$ cat src/rtl/flash_self_program_pkg.sv
/*
  constants, field positions, timing counts and state codes of the flash
  self-programming sequencer.
  assumes a 50 MHz pclk and a 32-bit APB register bus.
*/
package flash_self_program_pkg;

  // register map
  localparam logic [11:0] CTRL_ADDR        = 12'h000;

  // program_store_control_register bit positions
  localparam int          BIT_IRQ_EN       = 7;
  localparam int          BIT_BUSY         = 6;
  localparam int          BIT_RWW_RE       = 4;
  localparam int          BIT_LOCK_SET     = 3;
  localparam int          BIT_PAGE_WRITE   = 2;
  localparam int          BIT_PAGE_ERASE   = 1;
  localparam int          BIT_SPM_EN       = 0;

  // command patterns on bits 4:0 (bit 7 ignored)
  localparam logic [4:0]  CMD_LOAD         = 5'h01;
  localparam logic [4:0]  CMD_ERASE        = 5'h03;
  localparam logic [4:0]  CMD_WRITE        = 5'h05;
  localparam logic [4:0]  CMD_LOCK         = 5'h09;
  localparam logic [4:0]  CMD_RWW_RE       = 5'h11;

  // timed windows, in clock cycles after the control write
  localparam logic [2:0]  SPM_WINDOW       = 3'h4;
  localparam logic [2:0]  LPM_WINDOW       = 3'h3;
  localparam logic [2:0]  LPM_WIN_LAST     = 3'(SPM_WINDOW - LPM_WINDOW + 3'h1);

  // z pointer layout
  localparam int          Z_PAGE_MSB       = 14;
  localparam int          Z_PAGE_LSB       = 7;
  localparam int          Z_WORD_MSB       = 6;
  localparam int          Z_WORD_LSB       = 1;
  localparam logic [15:0] Z_LOCK_BYTE      = 16'h0001;
  localparam logic [15:0] Z_FUSE_LOW       = 16'h0000;
  localparam logic [15:0] Z_FUSE_HIGH      = 16'h0003;

  // page geometry
  localparam int          PAGE_WORDS       = 64;
  localparam logic [7:0]  NO_READ_WHILE_WRITE_SECTION_FIRST_PAGE  = 8'hE0;

  // lock bits sit in bits 5:2 of r0 and of the lock byte
  localparam int          LOCK_MSB         = 5;
  localparam int          LOCK_LSB         = 2;
  localparam logic [3:0]  LOCK_RESET       = 4'hF;
  localparam logic [15:0] ERASED_WORD      = 16'hFFFF;

  // programming time, timed by a 1 us enable
  localparam int          CLK_PERIOD_NS    = 20;
  localparam int          TICK_NS          = 1000;
  localparam int          PROG_TIME_MIN_NS = 3700000;
  localparam int          PROG_TIME_MAX_NS = 4500000;
  localparam int          US_CYCLES        = TICK_NS / CLK_PERIOD_NS;
  localparam int          PROG_TICKS       = (PROG_TIME_MIN_NS + TICK_NS - 1) / TICK_NS;
  localparam logic [5:0]  DIV_LAST         = 6'(US_CYCLES - 1);
  localparam logic [11:0] TICK_LAST        = 12'(PROG_TICKS - 1);

  typedef enum logic [1:0] {
    E_IDLE = 2'b00,
    E_RUN  = 2'b01,
    E_DONE = 2'b10
  } eng_state_t;

  typedef enum logic [1:0] {
    OP_ERASE = 2'b00,
    OP_WRITE = 2'b01,
    OP_LOCK  = 2'b10
  } op_t;

endpackage

$ cat src/rtl/flash_self_program_sequencer.sv
/*
  flash self-programming sequencer: control register on APB, timed store and
  load program instruction windows, temporary page buffer, erase/write/lock
  programming engine and lock/fuse readback.
  assumes the core gives one-cycle spm_exec / lpm_exec pulses with z pointer
  and r0 valid, and that por_n is a power-on reset separate from presetn.
*/
`timescale 1ns/10ps
`default_nettype none

module flash_self_program_sequencer
  import flash_self_program_pkg::*;
(
  input  wire logic        pclk,
  input  wire logic        presetn,
  input  wire logic        por_n,
  input  wire logic        psel,
  input  wire logic        penable,
  input  wire logic        pwrite,
  input  wire logic [11:0] paddr,
  input  wire logic [31:0] pwdata,
  output logic      [31:0] prdata,
  output logic             pready,
  output logic             pslverr,
  input  wire logic        spm_exec,
  input  wire logic        lpm_exec,
  input  wire logic [15:0] z_ptr,
  input  wire logic [15:0] r_data,
  input  wire logic        global_irq_en,
  input  wire logic        eeprom_busy,
  input  wire logic        eeprom_write_start,
  input  wire logic [7:0]  fuse_low_byte,
  input  wire logic [7:0]  fuse_high_byte,
  input  wire logic [5:0]  buf_raddr,
  output logic      [15:0] buf_rdata,
  output logic      [7:0]  lpm_data,
  output logic             lpm_hit,
  output logic             flash_busy,
  output logic             flash_erase,
  output logic             flash_write,
  output logic             flash_lock,
  output logic      [7:0]  flash_page,
  output logic             flash_done,
  output logic      [3:0]  lock_bits,
  output logic             section_busy_flag,
  output logic             rww_read_block,
  output logic             cpu_halt,
  output logic             irq
);

  typedef struct packed {
    logic        irq_en;
    logic        busy;
    logic        lock_set;
    logic        page_write;
    logic        page_erase;
    logic        spm_en;
    logic [2:0]  win;
    logic        clr_pend;
    logic [31:0] prdata;
    logic [7:0]  lpm_data;
    logic        lpm_hit;
  } ctl_t;

  typedef struct packed {
    eng_state_t  state;
    op_t         op;
    logic [7:0]  page;
    logic        no_read_while_write_section;
    logic [3:0]  lock_new;
    logic [5:0]  div;
    logic [11:0] ticks;
    logic [3:0]  lock_bits;
    logic [63:0] mask;
    logic [15:0] rdata;
  } eng_t;

  ctl_t        ctl_q;
  ctl_t        ctl_d;
  eng_t        eng_q;
  eng_t        eng_d;
  logic [15:0] buf_mem [PAGE_WORDS];

  logic        addr_hit;
  logic        apb_wr;
  logic        eng_idle;
  logic        spm_ok;
  logic        lpm_ok;
  logic        start_op;
  op_t         start_kind;
  logic        load_word;
  logic        buf_clear;
  logic [5:0]  word_sel;
  logic [7:0]  page_sel;
  logic [7:0]  ctrl_byte;
  // erase or write of the read-while-write section is running
  logic        rww_active;

  assign addr_hit  = (paddr == CTRL_ADDR);
  assign apb_wr    = psel & penable & pwrite & addr_hit;
  assign eng_idle  = (eng_q.state == E_IDLE);
  assign word_sel  = z_ptr[Z_WORD_MSB:Z_WORD_LSB];
  assign page_sel  = z_ptr[Z_PAGE_MSB:Z_PAGE_LSB];
  // section busy while its op runs
  assign rww_active = ~eng_idle & ~eng_q.no_read_while_write_section & (eng_q.op != OP_LOCK);

  assign spm_ok    = spm_exec & ctl_q.spm_en & (ctl_q.win != 3'h0) & ~eeprom_busy & eng_idle;
  assign lpm_ok    = lpm_exec & ctl_q.spm_en & ctl_q.lock_set & (ctl_q.win >= LPM_WIN_LAST)
                     & ~eeprom_busy & eng_idle;

  assign ctrl_byte = {ctl_q.irq_en, ctl_q.busy | rww_active, 1'b0, 1'b0, ctl_q.lock_set,
                      ctl_q.page_write, ctl_q.page_erase, ctl_q.spm_en};

  always_comb begin
    ctl_d      = ctl_q;
    start_op   = 1'b0;
    start_kind = OP_ERASE;
    load_word  = 1'b0;
    buf_clear  = 1'b0;
    ctl_d.lpm_hit = 1'b0;

    if (psel & ~penable) begin
      ctl_d.prdata = addr_hit ? {24'h000000, ctrl_byte} : 32'h00000000;
    end

    if (ctl_q.win != 3'h0) begin
      ctl_d.win = ctl_q.win - 3'h1;
    end

    if ((ctl_q.win == 3'h1) & ~spm_ok & ~lpm_ok & eng_idle) begin
      ctl_d.spm_en     = 1'b0;
      ctl_d.lock_set   = 1'b0;
      ctl_d.page_write = 1'b0;
      ctl_d.page_erase = 1'b0;
    end

    if (spm_ok) begin
      ctl_d.win = 3'h0;
      if (ctl_q.lock_set) begin
        start_op   = 1'b1;
        start_kind = OP_LOCK;
      end else if (ctl_q.page_erase) begin
        start_op   = 1'b1;
        start_kind = OP_ERASE;
        ctl_d.busy = ctl_q.busy | (page_sel < NO_READ_WHILE_WRITE_SECTION_FIRST_PAGE);
      end else if (ctl_q.page_write) begin
        start_op   = 1'b1;
        start_kind = OP_WRITE;
        ctl_d.busy = ctl_q.busy | (page_sel < NO_READ_WHILE_WRITE_SECTION_FIRST_PAGE);
      end else begin
        load_word    = 1'b1;
        ctl_d.spm_en = 1'b0;
        ctl_d.busy   = 1'b0;
      end
    end

    if (lpm_ok) begin
      ctl_d.lpm_hit = 1'b1;
      case (z_ptr)
        Z_LOCK_BYTE: ctl_d.lpm_data = {2'b11, eng_q.lock_bits, 2'b11};
        Z_FUSE_LOW:  ctl_d.lpm_data = fuse_low_byte;
        Z_FUSE_HIGH: ctl_d.lpm_data = fuse_high_byte;
        default:     ctl_d.lpm_hit  = 1'b0;
      endcase
      if (ctl_d.lpm_hit) begin
        ctl_d.spm_en   = 1'b0;
        ctl_d.lock_set = 1'b0;
        ctl_d.win      = 3'h0;
      end
    end

    if (eng_q.state == E_DONE) begin
      ctl_d.spm_en     = 1'b0;
      ctl_d.lock_set   = 1'b0;
      ctl_d.page_write = 1'b0;
      ctl_d.page_erase = 1'b0;
    end

    if (eng_idle) begin
      ctl_d.clr_pend = 1'b0;
    end

    // flag set again after a system reset in mid-op
    // so the section stays fenced until software releases it
    if (rww_active) begin
      ctl_d.busy = 1'b1;
    end

    if (apb_wr) begin
      ctl_d.irq_en = pwdata[BIT_IRQ_EN];
      if (~ctl_q.spm_en & ~eeprom_busy & eng_idle) begin
        case (pwdata[4:0])
          CMD_LOAD: begin
            ctl_d.spm_en = 1'b1;
            ctl_d.win    = SPM_WINDOW;
          end
          CMD_ERASE: begin
            ctl_d.spm_en     = 1'b1;
            ctl_d.page_erase = 1'b1;
            ctl_d.win        = SPM_WINDOW;
          end
          CMD_WRITE: begin
            ctl_d.spm_en     = 1'b1;
            ctl_d.page_write = 1'b1;
            ctl_d.win        = SPM_WINDOW;
          end
          CMD_LOCK: begin
            ctl_d.spm_en   = 1'b1;
            ctl_d.lock_set = 1'b1;
            ctl_d.win      = SPM_WINDOW;
          end
          CMD_RWW_RE: begin
            buf_clear  = 1'b1;
            ctl_d.busy = 1'b0;
          end
          default: begin
            ctl_d.win = ctl_q.win;
          end
        endcase
      end
    end
  end

  always_ff @(posedge pclk or negedge presetn) begin
    if (!presetn) begin
      ctl_q          <= '0;
      ctl_q.clr_pend <= 1'b1;
    end else begin
      ctl_q <= ctl_d;
    end
  end

  always_comb begin
    eng_d = eng_q;
    eng_d.rdata = eng_q.mask[buf_raddr] ? buf_mem[buf_raddr] : ERASED_WORD;

    if (eeprom_write_start | buf_clear | (ctl_q.clr_pend & eng_idle)) begin
      eng_d.mask = 64'h0000000000000000;
    end else if (load_word) begin
      eng_d.mask[word_sel] = 1'b1;
    end

    case (eng_q.state)
      E_IDLE: begin
        if (start_op) begin
          eng_d.state    = E_RUN;
          eng_d.op       = start_kind;
          eng_d.page     = page_sel;
          eng_d.no_read_while_write_section     = (page_sel >= NO_READ_WHILE_WRITE_SECTION_FIRST_PAGE);
          eng_d.lock_new = r_data[LOCK_MSB:LOCK_LSB];
          eng_d.div      = 6'h00;
          eng_d.ticks    = 12'h000;
        end
      end
      E_RUN: begin
        if (eng_q.div == DIV_LAST) begin
          eng_d.div   = 6'h00;
          eng_d.ticks = eng_q.ticks + 12'h001;
          if (eng_q.ticks == TICK_LAST) begin
            eng_d.state = E_DONE;
          end
        end else begin
          eng_d.div = eng_q.div + 6'h01;
        end
      end
      E_DONE: begin
        eng_d.state = E_IDLE;
        if (eng_q.op == OP_LOCK) begin
          eng_d.lock_bits = eng_q.lock_bits & eng_q.lock_new;
        end
        if (eng_q.op == OP_WRITE) begin
          eng_d.mask = 64'h0000000000000000;
        end
      end
      default: begin
        eng_d.state = E_IDLE;
      end
    endcase
  end

  always_ff @(posedge pclk or negedge por_n) begin
    if (!por_n) begin
      eng_q           <= '0;
      eng_q.state     <= E_IDLE;
      eng_q.lock_bits <= LOCK_RESET;
      eng_q.rdata     <= ERASED_WORD;
    end else begin
      eng_q <= eng_d;
    end
  end

  // any load order, first load wins
  always_ff @(posedge pclk) begin
    if (load_word & ~eng_q.mask[word_sel]) begin
      buf_mem[word_sel] <= r_data;
    end
  end

  assign prdata            = ctl_q.prdata;
  assign pready            = 1'b1;
  assign pslverr           = psel & penable & ~addr_hit;
  assign buf_rdata         = eng_q.rdata;
  assign lpm_data          = ctl_q.lpm_data;
  assign lpm_hit           = ctl_q.lpm_hit;
  assign flash_busy        = ~eng_idle;
  assign flash_erase       = ~eng_idle & (eng_q.op == OP_ERASE);
  assign flash_write       = ~eng_idle & (eng_q.op == OP_WRITE);
  assign flash_lock        = ~eng_idle & (eng_q.op == OP_LOCK);
  assign flash_page        = eng_q.page;
  assign flash_done        = (eng_q.state == E_DONE);
  assign lock_bits         = eng_q.lock_bits;
  assign section_busy_flag = ctl_q.busy | rww_active;
  assign rww_read_block    = ctl_q.busy | rww_active;
  assign cpu_halt          = ~eng_idle & eng_q.no_read_while_write_section & (eng_q.op != OP_LOCK);
  assign irq               = ctl_q.irq_en & global_irq_en & ~ctl_q.spm_en;

endmodule

`default_nettype wire

$ cat config.mk
export PLATFORM = sky130hd
export DESIGN_NAME = flash_self_program_sequencer
export DESIGN_NICKNAME = d
export VERILOG_FILES = /design/src/rtl/flash_self_program_pkg.sv /design/src/rtl/flash_self_program_sequencer.sv
export SDC_FILE = /design/constraint.sdc
export NUM_CORES = 1
export LEC_CHECK = 0
export ABC_AREA = 1
export BUFFER_PORTS_ARGS = -buffer_cell sky130_fd_sc_hd__buf_2
export CAP_MARGIN = 20
export CELL_PAD_IN_SITES_DETAIL_PLACEMENT = 1
export CELL_PAD_IN_SITES_GLOBAL_PLACEMENT = 1
export CORE_MARGIN = 1
export CORE_UTILIZATION = 25
export CTS_CLUSTER_DIAMETER = 80
export DETAILED_ROUTE_END_ITERATION = 10
export MAX_ROUTING_LAYER = met4
export PLACE_DENSITY_LB_ADDON = 0.1
export SLEW_MARGIN = 15
export SYNTH_ARGS = -nofsm -noshare
export SYNTH_HDL_FRONTEND = slang
export SYNTH_SLANG_ARGS = --single-unit
$ cat constraint.sdc
create_clock -name pclk -period 2.8 [get_ports pclk]
set_clock_uncertainty 0.1 [all_clocks]
set_input_delay 0.14 -clock pclk [delete_from_list [all_inputs] [get_ports pclk]]
set_output_delay 0.14 -clock pclk [all_outputs]
set_load 0.02 [all_outputs]
### After elaboration in Yosys (flattened, before gate mapping)

Memory sizes are Yosys's and may differ from the RTL's.
Index checks and enable logic that the tools add are counted.

* logic and storage cells: 175
* input bits: 109
* memory bits (writable): 1024
* memories kept: 1
* register bits: 170

* muxes and demuxes: 64
* add/sub/neg operators: 3
* reductions and logical operators: 16
* bitwise operators: 45
* eq/ne operators: 19
* magnitude comparators: 6

Memories
* buf_mem: words 64, bits a word 16, rd ports 1, clocked after memory_dff 0, wr ports 1, RTL line flash_self_program_sequencer.sv:82 `logic [15:0] buf_mem [PAGE_WORDS];`

Operators by type and width (number)
* 64-bit 2-to-1 mux: 4
* 64-bit bitwise OR: 1
* 1-bit 2-to-1 mux: 36
* 18-bit case mux with 2 select lines: 1
* 35-bit 2-to-1 mux: 1
* 1-bit AND: 30
* 8-bit 2-to-1 mux: 3
* 8-bit case mux with 3 select lines: 1
* 4-bit 2-to-1 mux: 5
* 16-bit by 1-bit == test with 1-bit output, second input constant: 1
* 16-bit by 2-bit == test with 1-bit output, second input constant: 1
* 16-bit zero test: 1
* 16-bit 2-to-1 mux: 1
* 6-bit by 7-bit < comparator with 1-bit output, second input constant: 2
* 12-bit by 1-bit adder with 12-bit output, second input constant: 1
* 1-bit binary-select mux with 6-bit select: 2
* 12-bit == test, second input constant: 1
* 12-bit zero test: 1
* 12-bit 2-to-1 mux: 1
* 1-bit inverter: 9
* 8-bit greater-or-equal comparator, second input constant: 1
* 8-bit < comparator, second input constant: 1
* 2-bit 2-to-1 mux: 4
* 2-bit AND reduction: 4
* 30 further kinds: 40

### Logic depth before layout (Yosys ltp)

Gate-level depths: netlist of run 1.

* depth in word-level cells: 19
* gate-level depth with buffers: 15
* mapped depth without buffers: 13

### Worst setup path after synthesis of run 1

Ideal clock, no wire load.

* kind: register to register
* start: reg ctl_q[42] (netlist name)
* end: mem buf_mem[15][0] (enable)
* path slack: -0.094 ns
* cell stages (with the launch flop): 13
* data required time: 2.311 ns
* buffers on the path: 1
* arrival: 2.405 ns
* path through: dfrtp_1 -> inv_1 -> ha_1 -> inv_1 -> nor2_2 -> nor2_2 -> nand3_2 -> nor2_4 -> inv_2 -> a21oi_2 -> nand3_4 -> buf_6 -> nor2_1

* word-level cells in the longest chain between the ends: 8

RTL lines
* from (decl): RTL line flash_self_program_sequencer.sv:78 `ctl_t ctl_q;`
* from (signal assigned): RTL line flash_self_program_sequencer.sv:229 `ctl_q <= ctl_d;`
* 3-bit nonzero test: RTL line flash_self_program_sequencer.sv:107 `assign spm_ok = spm_exec & ctl_q.spm_en & (ctl_q.win != 3'h0) & ~eeprom_busy & eng_idle;`
* 1-bit AND (3 in series): RTL line flash_self_program_sequencer.sv:107
* 1-bit 2-to-1 mux: RTL line flash_self_program_sequencer.sv:137 `if (spm_ok) begin`
* 1-bit AND: RTL line flash_self_program_sequencer.sv:294 `if (load_word & ~eng_q.mask[word_sel]) begin`
* 1-bit 2-to-1 mux: RTL line flash_self_program_sequencer.sv:294
* 1-bit 2-to-1 mux (not written as such): RTL line flash_self_program_sequencer.sv:295 `buf_mem[word_sel] <= r_data;`
* to (decl): RTL line flash_self_program_sequencer.sv:82

Every way passes these cells.

### Worst setup path after layout of run 1

* start: reg ctl_q[43] (netlist name)
* end: mem buf_mem[28][9] (enable)

Same word-level chain as after synthesis.

==> results.sh, run 1 <==
export IMPL_critPathMaxFanout=8
export IMPL_ys_warn_count=0
export IMPL_hold_class="input pin to flop"
export IMPL_synth_edf_count=1024
export IMPL_relSlewSlack_pct=29.7
export IMPL_worst_ir_drop_vdd_mv=0.351
export IMPL_grtUsageTotal_pct=18.6
export IMPL_synth_commonest_cells="nand2_1, edfxtp_1, nand3_1, nor2_1, inv_1"
export IMPL_synth_area_top_cells="edfxtp_1, nand2_1, nand3_1"
export IMPL_grt_max_degree=81
export IMPL_internal_power_uw=30800
export IMPL_fin_cells=7875
export IMPL_drt_iter0_drc=1981
export IMPL_yosys_area_top_type="edfxtp_1"
export IMPL_dp_hpwl_um=116000
export IMPL_drc_errors=0
export IMPL_drtAntennaViolNets=0
export IMPL_die_h_um=451
export IMPL_core_area_sq_mm=0.200
export IMPL_synth_seq_cells=1168
export IMPL_dieArea_sq_mm=0.203
export IMPL_seqPwrFrac_pct=46.7
export IMPL_reg2reg_from="ctl_q[43]$_DFFE_PN0P_"
export IMPL_leakage_uw=0.0232
export IMPL_numCtsBuffers=146
export IMPL_cts_tree="yes"
export IMPL_gp_congestion=0.774
export IMPL_critPathRequiredTime_ns=3.19
export IMPL_final_min_clock_period_ns=2.69
export IMPL_holdWs_ns=0.00578
export IMPL_dp_cells=7509
export IMPL_worstHoldStart="r_data[9]"
export IMPL_hold_viol=0
export IMPL_cts_buffer_depth=3
export IMPL_pwr_share_comb_pct=7.0
export IMPL_rsz0062_at_grt="false"
export IMPL_stdcell_area_sq_mm=0.0621
export IMPL_cp_start_kind="flop"
export IMPL_drive_gt1_share_pct=14.2
export IMPL_port_buffers=135
export IMPL_pwr_share_clk_pct=46.2
export IMPL_yosysMostFrequentCell="nand2_1"
export IMPL_switching_power_uw=9860
export IMPL_synth_top_area_share_pct=61.0
export IMPL_grt_pass1_vias=37012
export IMPL_wire_per_inst_um=23.4
export IMPL_finalNetCount=5214
export IMPL_cap_violations=0
export IMPL_synthDistinctLibCells=43
export IMPL_period_share_pct=96.1
export IMPL_max_freq_mhz=372
export IMPL_worstSetupPathType="flop to flop"
export IMPL_overflow=0
export IMPL_setup_viol=0
export IMPL_wirelength_um=184000
export IMPL_ioPinCount=189
export IMPL_synthCells=4766
export IMPL_worstPathArrival_ns=3.08
export IMPL_finalMaxSlewViolations=0
export IMPL_firstDrtPassIters=7
export IMPL_cts_root_buffer="clkbuf_16"
export IMPL_p_sw_share_pct=24.3
export IMPL_place_area_sq_mm=0.0562
export IMPL_synth_main_ff_cell="edfxtp_1"
export IMPL_floorplan_initialDensity_pct=25.2
export IMPL_yosysSeqAreaShare_pct=68.3
export IMPL_avgSynthCellArea_sq_um=10.6
export IMPL_vias=35732
export IMPL_ctsHtreeMaxLevel=4
export IMPL_grt_pass1_wl_um=268000
export IMPL_outcome="completed"
export IMPL_worst_slew_pin_slew_ns=1.05
export IMPL_clk_latency_ns=0.79
export IMPL_syn2layout_area_growth_pct=23.2
export IMPL_reg2reg_slack_ns=0.11
export IMPL_synth_area_sq_mm=0.0504
export IMPL_clock_sinks=1168
export IMPL_async_flop_share_pct=12.3
export IMPL_end_kind="flop"
export IMPL_antenna_found_initial=6
export IMPL_rows=164
export IMPL_clk_pin_slew_worst_paths_ns=0.06
export IMPL_startpoint="ctl_q[43]$_DFFE_PN0P_"
export IMPL_vias_per_cell=4.54
export IMPL_die_w_um=451
export IMPL_cellPowerDensity_mw_per_mm2=655
[timing repair]
| item | CTS | global route |
|---|---|---|
| hold endpoints to repair | 830 | 0 |
| pin swaps | 0 | 3 |
| resized for setup | 12 | 16 |
| hold buffers | 93 | 0 |
| setup buffers | 0 | 2 |
| cloned | 0 | 2 |
| setup endpoints to repair | 243 | 442 |
[path summary, 6_finish.rpt]
check / endpoint / cells past startpoint
worst max-delay path: buf_mem[28][9]$_DFFE_PP_ / 15
worst min-delay path: buf_mem[36][9]$_DFFE_PP_ / 1
worst max register to register: buf_mem[28][9]$_DFFE_PP_ / 15
worst min register to register: ctl_q[41]$_DFFE_PN1N_ / 2
max in group asynchronous: eng_q[69]$_DFF_PN0_ / 4
min in group asynchronous: ctl_q[41]$_DFFE_PN1N_ / 3
[through the flow]
step                      util [%]  power (uW)  TNS [ns]  setup WS [ns]
after floorplan                  -       20700    -40.49        -0.0937
after global placement        28.1       22200     -9.14         -0.137
after detailed placement      28.1       22200    -14.53         -0.196
after CTS                     31.0       41400         0        0.00338
after global routing          31.1       42100         0        0.00305
final                         31.1       40600         0          0.109
[sequential cells by signal (all words and copies together), names as in the netlist]
| name | count |
|---|---|
| lpm_hit | 1 |
| eng_q | 91 |
| lpm_data | 8 |
| ctl_q | 10 |
| prdata | 6 |
| lock_bits | 4 |
| flash_page | 8 |
| buf_mem | 1024 |
| buf_rdata | 16 |
[worst max-delay path: stages (launching register included)]
cell and delay, ns:
dfrtp_1 0.35, inv_1 0.06, ha_2 0.17, inv_2 0.06
nor2_2 0.05, nor2_2 0.08, nand3_2 0.10, nor2_4 0.16
inv_4 0.06, a21oi_4 0.14, nand3_4 0.14, buf_12 0.16
buf_6 0.14, buf_12 0.16, nor2_4 0.21, clkbuf_16 0.21
[power by group through the flow]
| stage | sequential (uW) | clock [uW] | combinational (uW) |
|---|---|---|---|
| floorplan | 19300 | 0 | 1300 |
| global placement | 19400 | 0 | 2860 |
| detailed placement | 19400 | 0 | 2870 |
| CTS | 19000 | 19400 | 2960 |
| global route | 19000 | 20000 | 3130 |
| finish | 19000 | 18800 | 2860 |
[final cells by class]
cell class,instances,area (sq um)
fill,22248,138000
sequential,1168,34400
multi-input combinational,3122,13800
timing repair buffer,501,5260
clock buffer,189,3930
tap,2656,3320
clock inverter,76,758
inverter,159,619
antenna,4,10.0
[cell families (layout without fill, tap and decap cells)]
| group | count (synthesis) | in the layout | share of synthesized area [%] |
|---|---|---|---|
| mux | 1 | 1 | 0.0224 |
| xor+xnor | 6 | 6 | 0.104 |
| simple gates | 2938 | 2938 | 24.8 |
| fa+ha+maj | 7 | 7 | 0.174 |
| other cells | 2 | 31 | 0.0149 |
| flops | 1168 | 1168 | 68.3 |
| buf+inv | 501 | 925 | 4.89 |
| compound gates | 143 | 143 | 1.75 |
[layer usage]
metal  global-route usage (%)  vias up  share of wire [%]
met3                     2.37      202                2.9
met2                     29.3      525                 47
met5                        -        -                  0
li1                         -    16856                  -
met1                     25.2    18149                 48
met4                     4.72        0                2.2
[cells in the final DEF, fill, tap and decap left out, types with 57 or more instances in the layout]
master / instances
buf_4: 151
dfrtp_1: 123
buf_12: 120
nand2_1: 1772
o21ai_0: 60
nor2_2: 57
edfxtp_1: 1024
dlygate4sd3_1: 91
nand3_1: 928
clkbuf_16: 152
buf_2: 128
nor2_1: 116
inv_1: 145
(Power assumes the default switching activity.)
==> run 2, diff against run 1 <==
==> constraint.sdc (replaced) <==
create_clock -name pclk -period 2.8 [get_ports pclk]
set_clock_uncertainty 0.1 [all_clocks]
set_input_delay 0.28 -clock pclk [delete_from_list [all_inputs] [get_ports pclk]]
set_output_delay 0.28 -clock pclk [all_outputs]
set_load 0.02 [all_outputs]
==> run 2 against run 1 <==
Effect of this change: global-route usage barely moved; critical path depth fell by 7; sequential power barely moved; die area did not move; the run now ends with DRC left; power fell by 1.5%; design area fell by 0.37%; critical path type unchanged; combinational power rose by 2%.
==> results.sh, run 2 (synthesis results as in run 1) <==
export IMPL_hold_viol=0
export IMPL_cpPeakStageDelay_ns=0.57
export IMPL_wire_per_inst_um=23.4
export IMPL_finalNetCount=5206
export IMPL_syn2layout_area_growth_pct=22.8
export IMPL_layout_common_cells="nand2_1, edfxtp_1, nand3_1"
export IMPL_worstSetupPathType="flop to flop"
export IMPL_seqPwrFrac_pct=47.4
export IMPL_n_fill_cell=22243
export IMPL_ioPinCount=189
export IMPL_cp_start_kind="flop"
export IMPL_port_buffers=135
export IMPL_cts_buffer_depth=3
export IMPL_worst_slew_pin_slew_ns=1.00
export IMPL_end_kind="flop"
export IMPL_floorplan_initialDensity_pct=25.2
export IMPL_grtUsageTotal_pct=18.6
export IMPL_max_freq_mhz=376
export IMPL_grt_pass1_vias=36621
export IMPL_die_w_um=451
export IMPL_outcome="finished with violations"
export IMPL_cts_tree="yes"
export IMPL_critPathRequiredTime_ns=3.41
export IMPL_setup_viol=0
export IMPL_dp_hpwl_um=119000
export IMPL_period_share_pct=95.0
export IMPL_rows=164
export IMPL_vias_per_cell=4.52
export IMPL_crit_path_frequent_cell="dlygate4sd3_1"
export IMPL_wirelength_um=184000
export IMPL_firstDrtPassIters=10
export IMPL_finalSetupTns_ns=0
export IMPL_pwr_share_clk_pct=45.3
export IMPL_worst_ir_drop_vdd_mv=0.488
export IMPL_drtAntennaViolNets=0
export IMPL_cap_violations=0
export IMPL_leakage_uw=0.0231
export IMPL_grt_max_degree=75
export IMPL_dieArea_sq_mm=0.203
export IMPL_final_min_clock_period_ns=2.66
export IMPL_clk_pin_slew_worst_paths_ns=0.06
export IMPL_place_area_sq_mm=0.0566
export IMPL_drc_errors=4
export IMPL_die_h_um=451
export IMPL_crit_chain="nor2_4 > buf_4 > nand3_1 > nor2_2 > nand3b_1 > dlygate4sd3_1 > nand2_1 > dlygate4sd3_1"
export IMPL_violations="DRC"
export IMPL_relSlewSlack_pct=33.3
export IMPL_cp_slowest_cell="dlygate4sd3_1"
export IMPL_grt_pass1_wl_um=266000
export IMPL_drive_gt1_share_pct=14.1
export IMPL_ctsHtreeMaxLevel=4
export IMPL_switching_power_uw=9720
export IMPL_critPathMaxFanout=9
export IMPL_p_sw_share_pct=24.3
export IMPL_reg2reg_slack_ns=0.14
export IMPL_gp_congestion=0.778
export IMPL_finalMaxSlewViolations=0
export IMPL_rsz0062_at_grt="false"
export IMPL_drt_iter0_drc=2140
export IMPL_numCtsBuffers=146
export IMPL_cts_root_buffer="clkbuf_16"
export IMPL_top_register="buf_mem"
export IMPL_vias=35601
export IMPL_pwr_share_comb_pct=7.3
export IMPL_overflow=0
export IMPL_antenna_found_initial=11
export IMPL_clock_sinks=1168
export IMPL_core_area_sq_mm=0.200
export IMPL_worstPathArrival_ns=3.27
export IMPL_stdcell_area_sq_mm=0.0618
export IMPL_largest_reg_flops=1024
export IMPL_total_power_uw=40000
export IMPL_layout_commonest_cell="nand2_1"
export IMPL_hold_class="input pin to flop"
export IMPL_internal_power_uw=30300
export IMPL_clk_latency_ns=0.78
export IMPL_cellPowerDensity_mw_per_mm2=647
[run 2: cell count changes in the layout (fill, tap and decap cells not counted), moves of 5 or more]
cell / before / now
nor2_2: 57 / 66
clkinv_2: 23 / 12
nor2_4: 15 / 3
dlygate4sd3_1: 91 / 67
buf_4: 151 / 157
bufinv_16: 12 / 7
diode_2: 4 / 9
clkbuf_1: 36 / 45
buf_12: 120 / 137
[run 2: worst paths after layout]
path / start / endpoint / cells past startpoint
setup / recovery: eng_q[118]$_DFFE_PN0P_ / ctl_q[46]$_DFF_PN0_ / 8
hold / removal: r_data[8] / buf_mem[35][8]$_DFFE_PP_ / 1
setup reg to reg: eng_q[118]$_DFFE_PN0P_ / ctl_q[46]$_DFF_PN0_ / 8
hold reg to reg: ctl_q[41]$_DFFE_PN1N_ / ctl_q[41]$_DFFE_PN1N_ / 2
max in group asynchronous: por_n / lock_bits[0]$_DFFE_PN1P_ / 4
min in group asynchronous: presetn / lpm_data[3]$_DFFE_PN0P_ / 4
[run 2: worst max-delay path, delay by kind of cell, from the launching register on]
family | cells | cell delay (ns)
flip-flops | 1 | 0.41
buffers and inverters | 3 | 1.30
AND/OR/NAND/NOR | 5 | 0.78
[run 2: through the flow]
stage	utilization, %	hold WS, ns	std cells	setup slack [ns]
floorplan	-	-0.116	4791	-0.0937
global placement	28.3	0.133	7529	0.140
detailed placement	28.3	0.126	7529	0.143
CTS	30.9	0.00198	7860	0.157
global route	30.9	0.0369	7866	0.0218
finish	30.9	0.0558	7869	0.141
[run 2: power by group through the flow]
stage | combinational (uW) | sequential [uW] | clock, uW
final | 2920 | 19000 | 18100
after global routing | 3180 | 19000 | 19300
after detailed placement | 2960 | 19400 | 0
after CTS | 3020 | 19000 | 18700
after floorplan | 1300 | 19300 | 0
after global placement | 2950 | 19400 | 0
[run 2: timing repair]
item	in CTS	in global routing
resized for setup	0	0
endpoints found under the hold margin	504	0
hold buffers	69	0
setup buffers	0	0
[run 2: layer usage]
metal / part of all wire [%] / up-vias / global-route usage, %
met1: 47 / 17921 / 24.9
met3: 3.7 / 221 / 2.61
met4: 2.6 / 0 / 5.55
met2: 46 / 623 / 28.9
met5: 0 / - / -
li1: - / 16836 / -
[run 2: layout make-up]
| cell class | instances | area (sq um) | share of cell area [%] |
|---|---|---|---|
| clock inverters | 64 | 567 | 0.917 |
| clock buffers | 198 | 3940 | 6.37 |
| repair buffers | 493 | 5290 | 8.55 |
| flip-flops and latches | 1168 | 34400 | 55.6 |
| multi-input cells | 3122 | 13700 | 22.2 |
| well taps | 2656 | 3320 | 5.37 |
| inverters | 159 | 617 | 0.997 |
| diodes | 9 | 22.5 | 0.0364 |
